### config.mk
export PLATFORM = sky130hd
export DESIGN_NAME = sleep_wake_control
export DESIGN_NICKNAME = d
export VERILOG_FILES = /design/src/include/sleep_wake_pkg.sv /design/src/rtl/osc_startup_timer.sv /design/src/rtl/sleep_wake_control.sv
export SDC_FILE = /design/constraint.sdc
export NUM_CORES = 1
export LEC_CHECK = 0
export ABC_AREA = 1
export BUFFER_PORTS_ARGS = -buffer_cell sky130_fd_sc_hd__clkbuf_2
export CAP_MARGIN = 20
export CORE_MARGIN = 8
export CORE_UTILIZATION = 31
export CTS_CLUSTER_DIAMETER = 120
export DETAILED_ROUTE_END_ITERATION = 8
export PLACE_DENSITY_LB_ADDON = 0.2
export SETUP_SLACK_MARGIN = 0.1
export SYNTH_ARGS = -nofsm -noshare
export SYNTH_HDL_FRONTEND = slang
export SYNTH_SLANG_ARGS = --single-unit
### constraint.sdc
create_clock -name clock -period 1.8 [get_ports clock]
set_input_delay 0.09 -clock clock [delete_from_list [all_inputs] [get_ports clock]]
set_output_delay 0.09 -clock clock [all_outputs]
set_load 0.02 [all_outputs]
### src/include/sleep_wake_pkg.sv
// Purpose: shared constants for the sleep and wake controller
// Assumes: 8-bit register port, 100 MHz system clock
// Notes:   offsets are register indices on the plain register port
package sleep_wake_pkg;

  // ----------------------------------------------------------------
  // register offsets
  // ----------------------------------------------------------------
  localparam logic [3:0] OFS_INTCTL  = 4'h0;
  localparam logic [3:0] OFS_PEN1    = 4'h1;
  localparam logic [3:0] OFS_PEN2    = 4'h2;
  localparam logic [3:0] OFS_PRQ1    = 4'h3;
  localparam logic [3:0] OFS_PRQ2    = 4'h4;
  localparam logic [3:0] OFS_STATUS  = 4'h5;
  localparam logic [3:0] OFS_WDCTL   = 4'h6;
  localparam logic [3:0] OFS_SLPSTAT = 4'h7;

  // ----------------------------------------------------------------
  // field positions
  // ----------------------------------------------------------------
  localparam int GLOBAL_IRQ_EN_BIT = 7;
  localparam int PERIPH_IRQ_EN_BIT = 6;
  localparam int TIME_OUT_BIT      = 4;
  localparam int POWER_DOWN_BIT    = 3;
  localparam int SOFT_WD_EN_BIT    = 0;
  localparam int PRQ2_LSB   = 3;   // bits 2..0 unimplemented

  // ----------------------------------------------------------------
  // reset values and masks
  // ----------------------------------------------------------------
  localparam logic [7:0] PRQ2_MASK    = 8'hF8;
  localparam logic [7:0] PRQ2_RST     = 8'h00;
  localparam logic [7:0] INTCTL_RST   = 8'h00;
  localparam logic [7:0] PEN_RST      = 8'h00;
  localparam logic [7:0] PRQ1_RST     = 8'h00;
  localparam logic [7:0] STATUS_RST   = 8'h18;  // both flags idle high
  localparam logic [7:0] WDCTL_RST    = 8'h16;
  localparam logic [7:0] WDCTL_MASK   = 8'h3F;
  localparam logic [7:0] INTCTL_FLAGS = 8'h07;  // core-level flags

  // ----------------------------------------------------------------
  // timing and vector
  // ----------------------------------------------------------------
  localparam int         STARTUP_PERIODS = 1024;    // oscillator periods
  localparam logic [15:0] ISR_VECTOR = 16'h0004;

  typedef enum logic [2:0] {
    ST_AWAKE   = 3'b000,
    ST_ENTER   = 3'b001,
    ST_ASLEEP  = 3'b010,
    ST_OSTWAIT = 3'b011,
    ST_RESUME  = 3'b100
  } sleep_state_t;

endpackage : sleep_wake_pkg

### src/rtl/osc_startup_timer.sv
// Purpose: counts oscillator periods after wake before execution resumes
// Assumes: osc_tick is a one-cycle pulse per oscillator period
// Notes:   done pulses once when the count completes
`timescale 1ns/10ps
module osc_startup_timer
  import sleep_wake_pkg::*;
#(
  parameter int PERIODS = STARTUP_PERIODS
)
(
  // clock and reset
  input  wire logic clock,
  input  wire logic nrst,
  // control
  input  wire logic start,
  input  wire logic osc_tick,
  // status
  output logic      running,
  output logic      done
);

  localparam int CW = $clog2(PERIODS + 1);
  logic [CW-1:0] count_q;

  // counter reloads on start, stops at zero
  always_ff @(posedge clock or negedge nrst)
  begin
    if (!nrst)
    begin
      count_q <= '0;
      done    <= 1'b0;
    end
    else
    begin
      done <= 1'b0;
      if (start)
        count_q <= CW'(PERIODS);
      else if (count_q != '0 && osc_tick)
      begin
        count_q <= count_q - CW'(1);
        if (count_q == CW'(1))
          done <= 1'b1;
      end
    end
  end

  assign running = (count_q != '0);

endmodule : osc_startup_timer

### src/rtl/sleep_wake_control.sv
// Purpose: sleep entry, wake decision, status flags and interrupt flag regs
// Assumes: core issues a one-cycle sleep_exec pulse; sources pulse their set
// Notes:   reset-class wakes are external and clear everything by nrst
//
// Decided for this implementation: the register addresses and strobed register access.
`timescale 1ns/10ps
module sleep_wake_control
  import sleep_wake_pkg::*;
#(
  parameter int STARTUP_COUNT = STARTUP_PERIODS
)
(
  // clock and reset
  input  wire logic        clock,
  input  wire logic        nrst,
  // register port
  input  wire logic [3:0]  reg_addr,
  input  wire logic [7:0]  reg_wdata,
  input  wire logic        reg_write,
  input  wire logic        reg_read,
  output logic      [7:0]  reg_rdata,
  // cpu core
  input  wire logic        sleep_exec,
  input  wire logic [15:0] pc,
  output logic             cpu_clk_en,
  output logic             prefetch_en,
  output logic      [15:0] prefetch_addr,
  output logic             resume_pulse,
  output logic             isr_call,
  output logic      [15:0] isr_addr,
  // interrupt sources: set pulses
  input  wire logic [7:0]  prq1_set,
  input  wire logic [7:0]  prq2_set,
  input  wire logic [2:0]  core_flag_set,
  // watchdog and oscillator
  input  wire logic        wdt_timeout,
  input  wire logic        osc_tick,
  input  wire logic        slow_osc_mode,
  output logic             wdt_clear,
  output logic             wdt_run_in_sleep,
  output logic             wdt_timeout_reset,
  // keep-alive and pin hold
  output logic             lf_osc_en,
  output logic             sec_osc_en,
  output logic             conv_clk_en,
  output logic             sense_osc_en,
  output logic             pin_hold
);

  // ----------------------------------------------------------------
  // registers
  // ----------------------------------------------------------------
  logic [7:0]   intctl_q, pen1_q, pen2_q, prq1_q, prq2_q, wdctl_q;
  logic         to_n_q, pd_n_q;
  logic [7:0]   rdata_q;
  logic         wake_wdt_q;
  sleep_state_t state_q;
  logic         wake_req, pend_any, su_start, su_run, su_done;
  logic         wr_intctl, wr_pen1, wr_pen2, wr_prq1, wr_prq2, wr_stat, wr_wd;

  assign wr_intctl = reg_write && reg_addr == OFS_INTCTL;
  assign wr_pen1   = reg_write && reg_addr == OFS_PEN1;
  assign wr_pen2   = reg_write && reg_addr == OFS_PEN2;
  assign wr_prq1   = reg_write && reg_addr == OFS_PRQ1;
  assign wr_prq2   = reg_write && reg_addr == OFS_PRQ2;
  assign wr_stat   = reg_write && reg_addr == OFS_STATUS;
  assign wr_wd     = reg_write && reg_addr == OFS_WDCTL;

  // ----------------------------------------------------------------
  // wake request
  // ----------------------------------------------------------------
  // OR of enabled flags
  always_comb
  begin
    pend_any = |(intctl_q[5:3] & intctl_q[2:0]);
    if (intctl_q[PERIPH_IRQ_EN_BIT])
      pend_any = pend_any | (|(pen1_q & prq1_q)) | (|(pen2_q & prq2_q & PRQ2_MASK));
  end

  assign wake_req = pend_any || wdt_timeout;

  // ----------------------------------------------------------------
  // interrupt enable and flag registers; hardware set beats clear
  // ----------------------------------------------------------------
  always_ff @(posedge clock or negedge nrst)
  begin
    if (!nrst)
      intctl_q <= INTCTL_RST;
    else if (wr_intctl)
      intctl_q <= reg_wdata | {5'h00, core_flag_set};
    else
      intctl_q <= intctl_q | {5'h00, core_flag_set};
  end

  // enables are plain software state
  always_ff @(posedge clock or negedge nrst)
  begin
    if (!nrst)
    begin
      pen1_q <= PEN_RST;
      pen2_q <= PEN_RST;
      wdctl_q <= WDCTL_RST;
    end
    else
    begin
      if (wr_pen1)
        pen1_q <= reg_wdata;
      if (wr_pen2)
        pen2_q <= reg_wdata & PRQ2_MASK;
      if (wr_wd)
        wdctl_q <= reg_wdata & WDCTL_MASK;
    end
  end

  // request flags: set pulse wins over a same-cycle write of zero
  // request two: five flags in bits 7..3; request one uses all eight bits
  always_ff @(posedge clock or negedge nrst)
  begin
    if (!nrst)
    begin
      prq1_q <= PRQ1_RST;
      prq2_q <= PRQ2_RST;
    end
    else
    begin
      prq1_q <= (wr_prq1 ? reg_wdata : prq1_q) | prq1_set;
      prq2_q <= ((wr_prq2 ? reg_wdata : prq2_q) | prq2_set) & PRQ2_MASK;
    end
  end

  // ----------------------------------------------------------------
  // sleep sequencer
  // ----------------------------------------------------------------
  // only sleep_exec enters
  // pending flag makes sleep a no-op
  always_ff @(posedge clock or negedge nrst)
  begin
    if (!nrst)
      state_q <= ST_AWAKE;
    else
    begin
      case (state_q)
        ST_AWAKE:
          if (sleep_exec && !pend_any)
            state_q <= ST_ENTER;
        ST_ENTER:
          state_q <= wake_req ? (slow_osc_mode ? ST_OSTWAIT : ST_RESUME) : ST_ASLEEP;
        ST_ASLEEP:
          if (wake_req)
            state_q <= slow_osc_mode ? ST_OSTWAIT : ST_RESUME;
        ST_OSTWAIT:
          if (su_done)
            state_q <= ST_RESUME;
        ST_RESUME:
          state_q <= ST_AWAKE;
        default:
          state_q <= ST_AWAKE;
      endcase
    end
  end

  // remember a watchdog wake for the status readback
  always_ff @(posedge clock or negedge nrst)
  begin
    if (!nrst)
      wake_wdt_q <= 1'b0;
    else if (state_q == ST_ENTER)
      wake_wdt_q <= 1'b0;
    else if ((state_q == ST_ASLEEP) && wdt_timeout)
      wake_wdt_q <= 1'b1;
  end

  assign su_start = slow_osc_mode && wake_req
                    && (state_q == ST_ASLEEP || state_q == ST_ENTER);

  osc_startup_timer #(
    .PERIODS (STARTUP_COUNT)
  ) u_startup (
    .clock    (clock),
    .nrst     (nrst),
    .start    (su_start),
    .osc_tick (osc_tick),
    .running  (su_run),
    .done     (su_done)
  );

  // ----------------------------------------------------------------
  // status flags
  // ----------------------------------------------------------------
  // entry: power-down low, time-out high
  always_ff @(posedge clock or negedge nrst)
  begin
    if (!nrst)
    begin
      to_n_q <= STATUS_RST[TIME_OUT_BIT];
      pd_n_q <= STATUS_RST[POWER_DOWN_BIT];
    end
    else if (sleep_exec && state_q == ST_AWAKE && !pend_any)
    begin
      to_n_q <= 1'b1;
      pd_n_q <= 1'b0;
    end
    else if (state_q == ST_ASLEEP && wdt_timeout)
      to_n_q <= 1'b0;
  end

  // ----------------------------------------------------------------
  // core-side outputs
  // ----------------------------------------------------------------
  // cpu clock gated while not awake
  assign cpu_clk_en = (state_q == ST_AWAKE);
  assign prefetch_en   = sleep_exec && state_q == ST_AWAKE;
  assign prefetch_addr = pc + 16'h0001;

  // resume inline; service call only with global enable
  always_ff @(posedge clock or negedge nrst)
  begin
    if (!nrst)
    begin
      resume_pulse <= 1'b0;
      isr_call     <= 1'b0;
      isr_addr     <= 16'h0000;
    end
    else
    begin
      resume_pulse <= (state_q == ST_RESUME);
      isr_call     <= (state_q == ST_RESUME) && intctl_q[GLOBAL_IRQ_EN_BIT] && pend_any;
      isr_addr     <= ISR_VECTOR;
    end
  end

  assign wdt_clear = (prefetch_en && !pend_any) || state_q == ST_OSTWAIT
                     || state_q == ST_RESUME || su_run;
  assign wdt_run_in_sleep  = wdctl_q[SOFT_WD_EN_BIT];
  // other resets untouched; they act through nrst
  assign wdt_timeout_reset = wdt_timeout && state_q == ST_AWAKE;
  // reset-class wakes arrive via nrst; others resume above

  assign lf_osc_en    = 1'b1;
  assign sec_osc_en   = 1'b1;
  // converter clock and sensing oscillator stay on
  assign conv_clk_en  = 1'b1;
  assign sense_osc_en = 1'b1;
  assign pin_hold     = (state_q != ST_AWAKE);

  // ----------------------------------------------------------------
  // register readback, one cycle latency
  // ----------------------------------------------------------------
  always_ff @(posedge clock or negedge nrst)
  begin
    if (!nrst)
      rdata_q <= 8'h00;
    else if (reg_read)
    begin
      case (reg_addr)
        OFS_INTCTL:  rdata_q <= intctl_q;
        OFS_PEN1:    rdata_q <= pen1_q;
        OFS_PEN2:    rdata_q <= pen2_q;
        OFS_PRQ1:    rdata_q <= prq1_q;
        OFS_PRQ2:    rdata_q <= prq2_q & PRQ2_MASK;
        OFS_STATUS:  rdata_q <= {3'h0, to_n_q, pd_n_q, 3'h0};
        OFS_WDCTL:   rdata_q <= wdctl_q;
        OFS_SLPSTAT: rdata_q <= {4'h0, wake_wdt_q, state_q};
        default:     rdata_q <= 8'h00;
      endcase
    end
    else
      rdata_q <= 8'h00;
  end

  assign reg_rdata = rdata_q;

  // status write: ignored, both flags are read only
  logic unused_stat;
  assign unused_stat = wr_stat;

endmodule : sleep_wake_control

==> impl_results.md, run 1 <==
* CP startpoint kind: flop
* 1st-iter DRT viols at 137
* Max_cap viols at 0
* RSZ-0062 raised after global routing: yes
* Max_slew headroom at 61.1%
* Main combinational cell family by area after synthesis: simple AND/OR/NAND/NOR gates
* Port-buffer cells at 84
* Hold Crit Class: in -> reg
* Max VDD drop at 353 uV
* CTS root buf: clkbuf_16
* Clk Latency, worst-skew pair at 0.34 ns
* Post-layout net count at 669
* Drt drc at 0
* Detail Placement HPWL at 8100 um
* WHS Endpoint: prq1_q[7]
* Compound-Gate Fraction of Synth Area at 14.2%
* Dpl cell area at 4390 um2
* Final GP Congestion at 0.857
* Combinational power share at 36.4%
* WL/cell at 14.7 um
* Core Rows at 40
* Commonest non-fill, non-tap cell in the layout: nand2_1
* H-tree depth at 3
* Setup slack after layout at -0.0696 ns
* Place WS at 0.0498 ns
* Final Power at 5.94 mW
* Critical path arrival at 1.78 ns
* Measured slew at the worst slew-check pin at 0.582 ns
* Total CTS buffers at 9
* CP delay by family, top: simple AND/OR/NAND/NOR gates
* Post-Synthesis Cells at 474
* I/O Pins at 107
* Routed vias at 3572
* DIE WIDTH at 127 um
* Buf/Inv on CP at 2
* #FFs+latches synth at 69
* Final wirelength at 11200 um
* Initial antenna violation count at 0
* Largest net degree at the start of global routing at 70
* CTS sink cnt at 69
* Critical Path RT at 1.71 ns
* Hold Path Cell Cnt at 3
* Global-route wire length before repair at 17600 um
* Total GRT Usage at 13.7%
* Reg power frac at 35.9%
* Post-DRT Antenna Nets at 0
* Net Sw Power at 2.18 mW
* Layout cells sized above 1 at 29.4%
* Non-Filler Instances at 763
* Pins Over Slew Limit at 0
* Crit-path cells: nor2_4, nand2_4, inv_2, nand4_1, a2111oi_2, nand2_1, clkbuf_8
* XOR/XNOR share of the synthesized area at 4.14%
* Setup-failing EPs final at 1
* Fin crit share at 104%
* Worst setup startpoint: u_startup.count_q[3]
* Clock Tree Buf Depth at 2
* Status: finished with violations
* Placed insts at 708
* Vias per inst at 4.68
* FF-to-FF End: u_startup.count_q[7]
* Drt pass-1 iters at 4
* Multiplexer share of the synthesized area at 0%
* Starting Density at 31.7%
* Syn avg cell area at 8.04 um2
* Kind of critical path: reg -> out
* Core area at 12000 um2
* Failing checks: negative setup slack
* Gr ovfl total at 0
* Pwr dens at 1150 nW/um2
* Full die area at 16100 um2
* FF-to-FF path depth at 12
* Sequential area share after synthesis at 45.5%
* Diodes inserted at 0
* Post-Syn Area at 3810 um2
* CTS tree: done
* Worst-path clk slew at 0.05 ns
* Sw Ratio at 36.6%
* Slowest-stage cell, CP: dfrtp_2
* R2R setup slack at 0.13 ns
* Synth warn at 0
* Area growth syn-to-layout at 35.5%
* Hold Violations, Final at 0
* Adder-cell share of the synthesized area at 0.985%
* FMAX at 535 MHz
* Setup TNS at -0.0696 ns
* Leakage at 2.67 nW
* Pint at 3.77 mW
* Minimum clock period at 1.87 ns
* Critical Path End Type: primary output
* Commonest cells after routing, fill and taps aside: 105 x nand2_1, 78 x clkbuf_2, 69 x inv_1, 63 x dfrtp_1, 44 x o21ai_0
* Clock Skew at 0.00567 ns
* Post-route cell area at 5160 um2
* Hold wc startpoint: reg_wdata[7]
* Post-Synth Simple-Gate Area at 22.7%
* Post-synthesis cell type count at 38
* Vias in the first global route at 3525
* Reg2Reg Launch Point: u_startup.count_q[3]
* Die Y-Extent at 127 um
* Power share of the clock group at 27.7%
* Crit-path max cell delay at 0.45 ns
* Crit path max fanout at 4
## per-layer routing
layer,vias to the layer above,wire [um],GRT usage [%]
li1,1775,-,-
met1,1660,4980,17.0
met2,119,5190,21.8
met3,18,774,4.19
met4,0,248,4.97
met5,-,0,0
## stage by stage
step           utilization, %  hold slack (ns)
3_5_place_dp             36.6            0.145
4_1_cts                  41.9          0.00101
5_1_grt                  43.0           0.0114
2_1_floorplan               -           -0.206
6_report                 43.0          0.00212
3_3_place_gp             36.6            0.141
## layout make-up
cell class	instances	area, um2
Clock buffer	14	264
Sequential cell	69	1730
Multi-Input combinational cell	324	1830
Inverter	76	288
Clock inverter	2	10.0
Fill cell	1206	6850
Tap cell	147	184
Timing Repair Buffer	131	852
## synth_stat cells (all sizes together)
cell type | n | area share (%)
nand3b | 2 | 0.39
xor2 | 13 | 3.0
a41oi | 1 | 0.23
a221oi | 2 | 0.46
a2111oi | 1 | 0.23
nand4 | 8 | 1.3
o21bai | 1 | 0.20
o21ai | 53 | 7.6
a211oi | 3 | 0.59
nor2 | 31 | 4.1
nand3 | 24 | 3.5
conb | 2 | 0.20
o211ai | 1 | 0.33
xnor2 | 5 | 1.1
and3 | 1 | 0.16
nor3 | 9 | 1.7
o2111a | 1 | 0.30
a21oi | 23 | 3.0
ha | 3 | 0.99
a31oi | 3 | 0.49
inv | 76 | 7.5
nand2 | 113 | 11
buf | 24 | 4.8
dfstp | 5 | 3.4
o22ai | 5 | 0.82
dfrtp | 64 | 42
## power by group through the flow
stage	Clock (mW)	Combinational (mW)	Sequential, mW
floorplan	0	1.15	2.10
global placement	0	1.64	2.11
detailed placement	0	1.66	2.12
CTS	1.67	2.03	2.12
global route	1.74	2.40	2.17
finish	1.65	2.16	2.14
## worst max-delay path by stage
stage          depth (start not counted)              endpoint
4_1_cts                                8             wdt_clear
2_1_floorplan                          5             wdt_clear
3_5_place_dp                          12  u_startup.count_q[5]
6_report                               7             wdt_clear
5_1_grt                                7             wdt_clear
3_3_place_gp                          12  u_startup.count_q[5]
## timing repair
item,4_1_cts,5_1_grt
setup endpoints to repair,5,15
hold buffers,17,0
setup buffers,16,11
gates cloned,0,1
pin swaps,6,15
hold endpoints to repair,79,0
gates resized for setup,21,25
## registers in the layout (all words and copies together) (netlist names)
register	count
wdctl_q	6
u_startup.done	1
wake_wdt_q	1
isr_addr	1
pen2_q	5
state_q	3
intctl_q	8
prq1_q	8
pen1_q	8
to_n_q	1
u_startup.count_q	11
prq2_q	5
reg_rdata	8
resume_pulse	1
isr_call	1
pd_n_q	1
## cells by family after synthesis
logic type | Yosys count
adders and majority gates | 3
AOI/OAI and AO/OA | 94
DFF | 69
other | 2
and+or+nand+nor | 188
buffers and inverters | 100
xor gates and xnor gates | 18
## worst min-delay path, delay by kind of cell
family,cells,cell delay [ns]
compound gates,2,0.12
buf+inv,1,0.09
Note: power is estimated with default switching activity, not from simulation.
==> inputs of run 2 (changes only) <==
--- a/config.mk
+++ b/config.mk
@@ -8,11 +8,14 @@
 export ABC_AREA = 1
 export BUFFER_PORTS_ARGS = -buffer_cell sky130_fd_sc_hd__clkbuf_2
 export CAP_MARGIN = 20
+export CELL_PAD_IN_SITES_DETAIL_PLACEMENT = 1
+export CELL_PAD_IN_SITES_GLOBAL_PLACEMENT = 1
 export CORE_MARGIN = 8
 export CORE_UTILIZATION = 31
 export CTS_CLUSTER_DIAMETER = 120
 export DETAILED_ROUTE_END_ITERATION = 8
 export PLACE_DENSITY_LB_ADDON = 0.2
+export RECOVER_POWER = 100
 export SETUP_SLACK_MARGIN = 0.1
 export SYNTH_ARGS = -nofsm -noshare
 export SYNTH_HDL_FRONTEND = slang
==> run 2 against run 1 <==
The run still ends with negative setup slack left. Via count is 4.1% higher. Non-clock buffer count is 18 higher. Core utilization is 0.98 points higher. Cell area is 2.3% higher. Clock skew is 0.00052 ns higher. Sequential power hardly changed. Clock power is 6% higher. Global-route usage is 1.8 points higher. First-iteration DRC count is 29% lower. Sequential share of layout area is 0.75 points lower. Sequential cell count stayed put. Power is 8.3% higher. Critical endpoint unchanged. Largest cell class unchanged. Largest power group unchanged. Highest routed layer unchanged.
==> impl_results.md, run 2 (same netlist as run 1, synthesis figures left out) <==
* Total CTS buffers at 9
* Post-DRT Antenna Nets at 0
* Buf/Inv on CP at 3
* Fin crit share at 102%
* Max_cap viols at 0
* CTS tree: done
* Commonest non-fill, non-tap cell in the layout: nand2_1
* Kind of critical path: reg -> out
* Die Y-Extent at 127 um
* RSZ-0062 raised after global routing: yes
* H-tree depth at 3
* CTS root buf: clkbuf_16
* Hold wc startpoint: reg_wdata[1]
* Critical path arrival at 1.75 ns
* Core Rows at 40
* Minimum clock period at 1.84 ns
* Routed vias at 3720
* Drt drc at 0
* Worst setup startpoint: u_startup.count_q[0]
* Crit path max fanout at 2
* 1st-iter DRT viols at 97
* Crit-path cells: inv_2, ha_4, nand2_4, inv_4, nand4_1, a2111oi_2, nand2_2, buf_8
* Slowest-stage cell, CP: dfrtp_1
* Reg2Reg Launch Point: u_startup.count_q[1]
* Commonest cells after routing, fill and taps aside: 104 x nand2_1, 70 x inv_1, 63 x dfrtp_1, 54 x clkbuf_2, 48 x o21ai_0
* Clk Latency, worst-skew pair at 0.34 ns
* Dpl cell area at 4450 um2
* Critical Path RT at 1.71 ns
* Measured slew at the worst slew-check pin at 0.942 ns
* Setup slack after layout at -0.0369 ns
* Clock Tree Buf Depth at 2
* Clock Skew at 0.00619 ns
* Hold Crit Class: in -> reg
* Starting Density at 31.7%
* Detail Placement HPWL at 8970 um
* Core area at 12000 um2
* Setup-failing EPs final at 2
* Worst path depth at 8
* FF-to-FF path depth at 13
* Failing checks: negative setup slack
* Vias per inst at 4.76
* Largest net degree at the start of global routing at 69
* Pins Over Slew Limit at 0
* FF-to-FF End: u_startup.count_q[5]
* Diodes inserted at 0
* Leakage at 2.67 nW
* CP endpoint: wdt_clear
* CP startpoint kind: flop
* DIE WIDTH at 127 um
* WL/cell at 16.7 um
* Area growth syn-to-layout at 38.6%
* Final wirelength at 13000 um
* R2R setup slack at 0 ns
* Status: finished with violations
* I/O Pins at 107
* FMAX at 544 MHz
* Final GP Congestion at 0.802
* CTS sink cnt at 69
* Pwr dens at 1220 nW/um2
* Post-route cell area at 5280 um2
* Port-buffer cells at 84
* Gr ovfl total at 0
* Min Hold Slack at 0.0228 ns
* Global-route wire length before repair at 20000 um
* Layout cells sized above 1 at 25.4%
* CP delay by family, top: flip-flops
* Critical Path End Type: primary output
* Max_slew headroom at 37.2%
* Max VDD drop at 801 uV
* Total GRT Usage at 15.4%
* Worst-path clk slew at 0.06 ns
* Post-layout net count at 687
* Final Power at 6.44 mW
* Drt pass-1 iters at 4
* Crit-path max cell delay at 0.39 ns
* Initial antenna violation count at 0
* Full die area at 16100 um2
* Vias in the first global route at 4005
* Max FFs per register at 11
* Hold Violations, Final at 0
* Reg with most FFs: u_startup.count_q
==> run 2: worst min path at each step <==
stage / to / slack, ns / cells after the start
floorplan: intctl_q[0] / -0.21 / 0
detailed placement: isr_addr[2] / -0.11 / 1
CTS: prq1_q[1] / 0.02 / 3
global placement: isr_addr[2] / -0.11 / 1
finish: prq1_q[1] / 0.02 / 3
global route: prq1_q[0] / 0.05 / 3
==> run 2: cell type report <==
cell class                      count  area (um2)
Clock buffer                       15         288
Clock inverter                      1        5.00
Fill cell                        1489        6730
Inverter                           76         288
Multi-Input combinational cell    324        1830
Sequential cell                    69        1730
Tap cell                          147         184
Timing Repair Buffer              149         951
==> run 2: worst register-to-register path, stage by stage (launching register included) <==
cell	delay (ns)
dfrtp_1	0.37
inv_2	0.07
ha_4	0.17
nand2_4	0.07
buf_4	0.12
nor2_4	0.04
nand2_2	0.10
nand4_1	0.20
nor2_4	0.24
nand2_1	0.11
nand2_1	0.08
nand2_1	0.05
nand2_1	0.05
inv_1	0.04
==> run 2: timing repair <==
item,CTS,global route
pin swaps,6,24
hold buffers,20,0
gates cloned,0,1
hold endpoints to repair,81,0
gates resized for setup,15,49
endpoints found under the setup margin,6,20
setup buffers,13,16
==> run 2: power by group <==
| group | switching [mW] | internal [mW] | total (mW) |
|---|---|---|---|
| registers | 0.257 | 1.87 | 2.12 |
| clock network | 0.671 | 1.08 | 1.75 |
| logic | 1.47 | 1.09 | 2.56 |
==> run 2: stage by stage <==
stage | setup slack (ns) | TNS (ns) | util, % | instances
floorplan | 0.142 | 0 | - | 492
global route | -0.109 | -0.412 | 44.0 | 781
detailed placement | 0.0528 | 0 | 37.1 | 716
global placement | 0.0932 | 0 | 37.1 | 716
finish | -0.0369 | -0.0418 | 44.0 | 781
CTS | -0.137 | -0.224 | 42.4 | 765
==> run 2: per-layer routing <==
layer  GRT usage [%]  part of all wire [%]
met1            18.8                    45
met2            25.3                    48
met3            3.77                   5.3
met4            7.00                   2.3
met5               0                     0
==> inputs of run 3 (changes only) <==
--- a/config.mk
+++ b/config.mk
@@ -6,7 +6,6 @@
 export NUM_CORES = 1
 export LEC_CHECK = 0
 export ABC_AREA = 1
-export BUFFER_PORTS_ARGS = -buffer_cell sky130_fd_sc_hd__clkbuf_2
 export CAP_MARGIN = 20
 export CELL_PAD_IN_SITES_DETAIL_PLACEMENT = 1
 export CELL_PAD_IN_SITES_GLOBAL_PLACEMENT = 1
@@ -14,6 +13,7 @@
 export CORE_UTILIZATION = 31
 export CTS_CLUSTER_DIAMETER = 120
 export DETAILED_ROUTE_END_ITERATION = 8
+export DONT_BUFFER_PORTS = 1
 export PLACE_DENSITY_LB_ADDON = 0.2
 export RECOVER_POWER = 100
 export SETUP_SLACK_MARGIN = 0.1
==> constraint.sdc (replaced) <==
create_clock -name clock -period 1.8 [get_ports clock]
set_input_delay 0.54 -clock clock [delete_from_list [all_inputs] [get_ports clock]]
set_output_delay 0.54 -clock clock [all_outputs]
set_load 0.02 [all_outputs]
==> run 3 against run 2 <==
The run ends with negative hold slack, negative setup slack left. Critical path depth increased by 1. Sequential power about the same. Cell count decreased by 5.4%. Maximum frequency decreased by 26%. Largest power group unchanged. Global-route usage increased by 1.2 points. Worst setup slack got worse by 0.65 ns. Combinational power increased by 8%. Cell area increased by 0.83%.
==> impl_results.md, run 3 (same netlist as run 1, synthesis figures left out) <==
* Worst-path clk slew at 0.06 ns
* Drt drc at 0
* Setup slack after layout at -0.683 ns
* 1st-iter DRT viols at 129
* Setup-failing EPs final at 17
* Hold Crit Class: in -> async
* Hold Violations, Final at 64
* Critical Path End Type: primary output
* RSZ-0062 raised after global routing: yes
* Clk Latency, worst-skew pair at 0.34 ns
* Critical Path RT at 1.26 ns
* Post-DRT Antenna Nets at 0
* Diodes inserted at 0
* Max_slew headroom at 52.1%
* Placed insts at 695
* Detail Placement HPWL at 9600 um
* Critical path arrival at 1.94 ns
* Core area at 12000 um2
* Global-route wire length before repair at 20900 um
* Post-route cell area at 5330 um2
* Met2 WL at 7460 um
* Crit path max fanout at 2
* Initial antenna violation count at 0
* Final Power at 6.54 mW
* Total GRT Usage at 16.6%
* Final wirelength at 13500 um
* Core Rows at 40
* Core Util, Final at 44.3%
* Pwr dens at 1230 nW/um2
* Starting Density at 31.7%
* FF-to-FF End: u_startup.count_q[5]
* Min Hold Slack at -0.107 ns
* CP startpoint kind: flop
* Leakage at 2.66 nW
* Minimum clock period at 2.48 ns
* Setup TNS at -5.25 ns
* Non-Filler Instances at 739
* Port-buffer cells at 0
* Fillers at 1452
* Reg with most FFs: u_startup.count_q
* Total CTS buffers at 9
* Commonest non-fill, non-tap cell in the layout: nand2_1
* H-tree depth at 3
* Largest net degree at the start of global routing at 70
* R2R setup slack at 0.05 ns
* Vias in the first global route at 4017
* Pins Over Slew Limit at 0
* Failing checks: negative hold slack, negative setup slack
* Worst setup startpoint: u_startup.count_q[0]
* Clock Tree Buf Depth at 2
* Drt pass-1 iters at 4
* Max FFs per register at 11
* Top Layer Used: met4
* Commonest cells after routing, fill and taps aside: 101 x nand2_1, 81 x buf_4, 70 x inv_1, 63 x dfrtp_1, 50 x o21ai_0
* Final GP Congestion at 0.773
* WL met1 at 5080 um
* Kind of critical path: reg -> out
* DIE WIDTH at 127 um
* WL/cell at 18.3 um
* Status: finished with violations
* Max_cap viols at 0
* Vias per inst at 4.80
* FMAX at 403 MHz
* CTS sink cnt at 69
* Die Y-Extent at 127 um
* Met3 Wirelength at 785 um
* Full die area at 16100 um2
* Post-layout net count at 645
* Place WS at -0.476 ns
* Gr ovfl total at 0
* Routed vias at 3548
* Max VDD drop at 634 uV
* Dpl cell area at 4580 um2
* CTS root buf: clkbuf_16
* Layout cells sized above 1 at 30.9%
* Reg2Reg Launch Point: u_startup.count_q[0]
* FF-to-FF path depth at 13
* CTS tree: done
* Area growth syn-to-layout at 39.8%
* Clock Skew at 0.00904 ns
* I/O Pins at 107
* Fin crit share at 138%
* Measured slew at the worst slew-check pin at 0.719 ns
[run 3: how the worst max path moves through the flow]
| stage | endpoint | slack [ns] | depth (start not counted) |
|---|---|---|---|
| floorplan | prefetch_addr[12] | -0.40 | 7 |
| global placement | prefetch_addr[14] | -0.43 | 8 |
| detailed placement | wdt_clear | -0.48 | 9 |
| CTS | wdt_clear | -0.70 | 9 |
| global route | wdt_clear | -0.78 | 9 |
| finish | wdt_clear | -0.68 | 9 |
[run 3: final cells by class]
| type | count | area, um2 | share of cell area (%) |
|---|---|---|---|
| Sequential cell | 69 | 1730 | 32.6 |
| Inverter | 76 | 293 | 5.50 |
| Timing Repair Buffer | 107 | 857 | 16.1 |
| Tap cell | 147 | 184 | 3.45 |
| Clock buffer | 10 | 239 | 4.49 |
| Clock inverter | 6 | 38.8 | 0.728 |
| Multi-Input combinational cell | 324 | 1980 | 37.2 |
[run 3: critical path, cell delays in order, from the launching register on]
cell and delay (ns):
dfrtp_1 0.40, inv_2 0.10, ha_4 0.16, nand2_4 0.06, inv_4 0.06, nand4_1 0.18, a2111oi_4 0.29, buf_4 0.18
nand2_4 0.04, buf_6 0.13
[run 3: power by group]
part	internal [mW]	switching, mW
Sequential	1.87	0.260
Combinational	1.28	1.47
Clock	0.964	0.694
Total	4.12	2.43
[run 3: what timing repair did]
item | 4_1_cts | 5_1_grt
gates resized for setup | 47 | 36
gates cloned | 0 | 1
pin swaps | 23 | 35
setup endpoints to repair | 25 | 31
hold endpoints to repair | 64 | 64
setup buffers | 26 | 16
[run 3: layer usage]
metal	vias up	global-route usage (%)
met3	12	6.41
met2	66	30.6
met5	-	0
met4	0	4.48
met1	1759	17.2
li1	1711	-
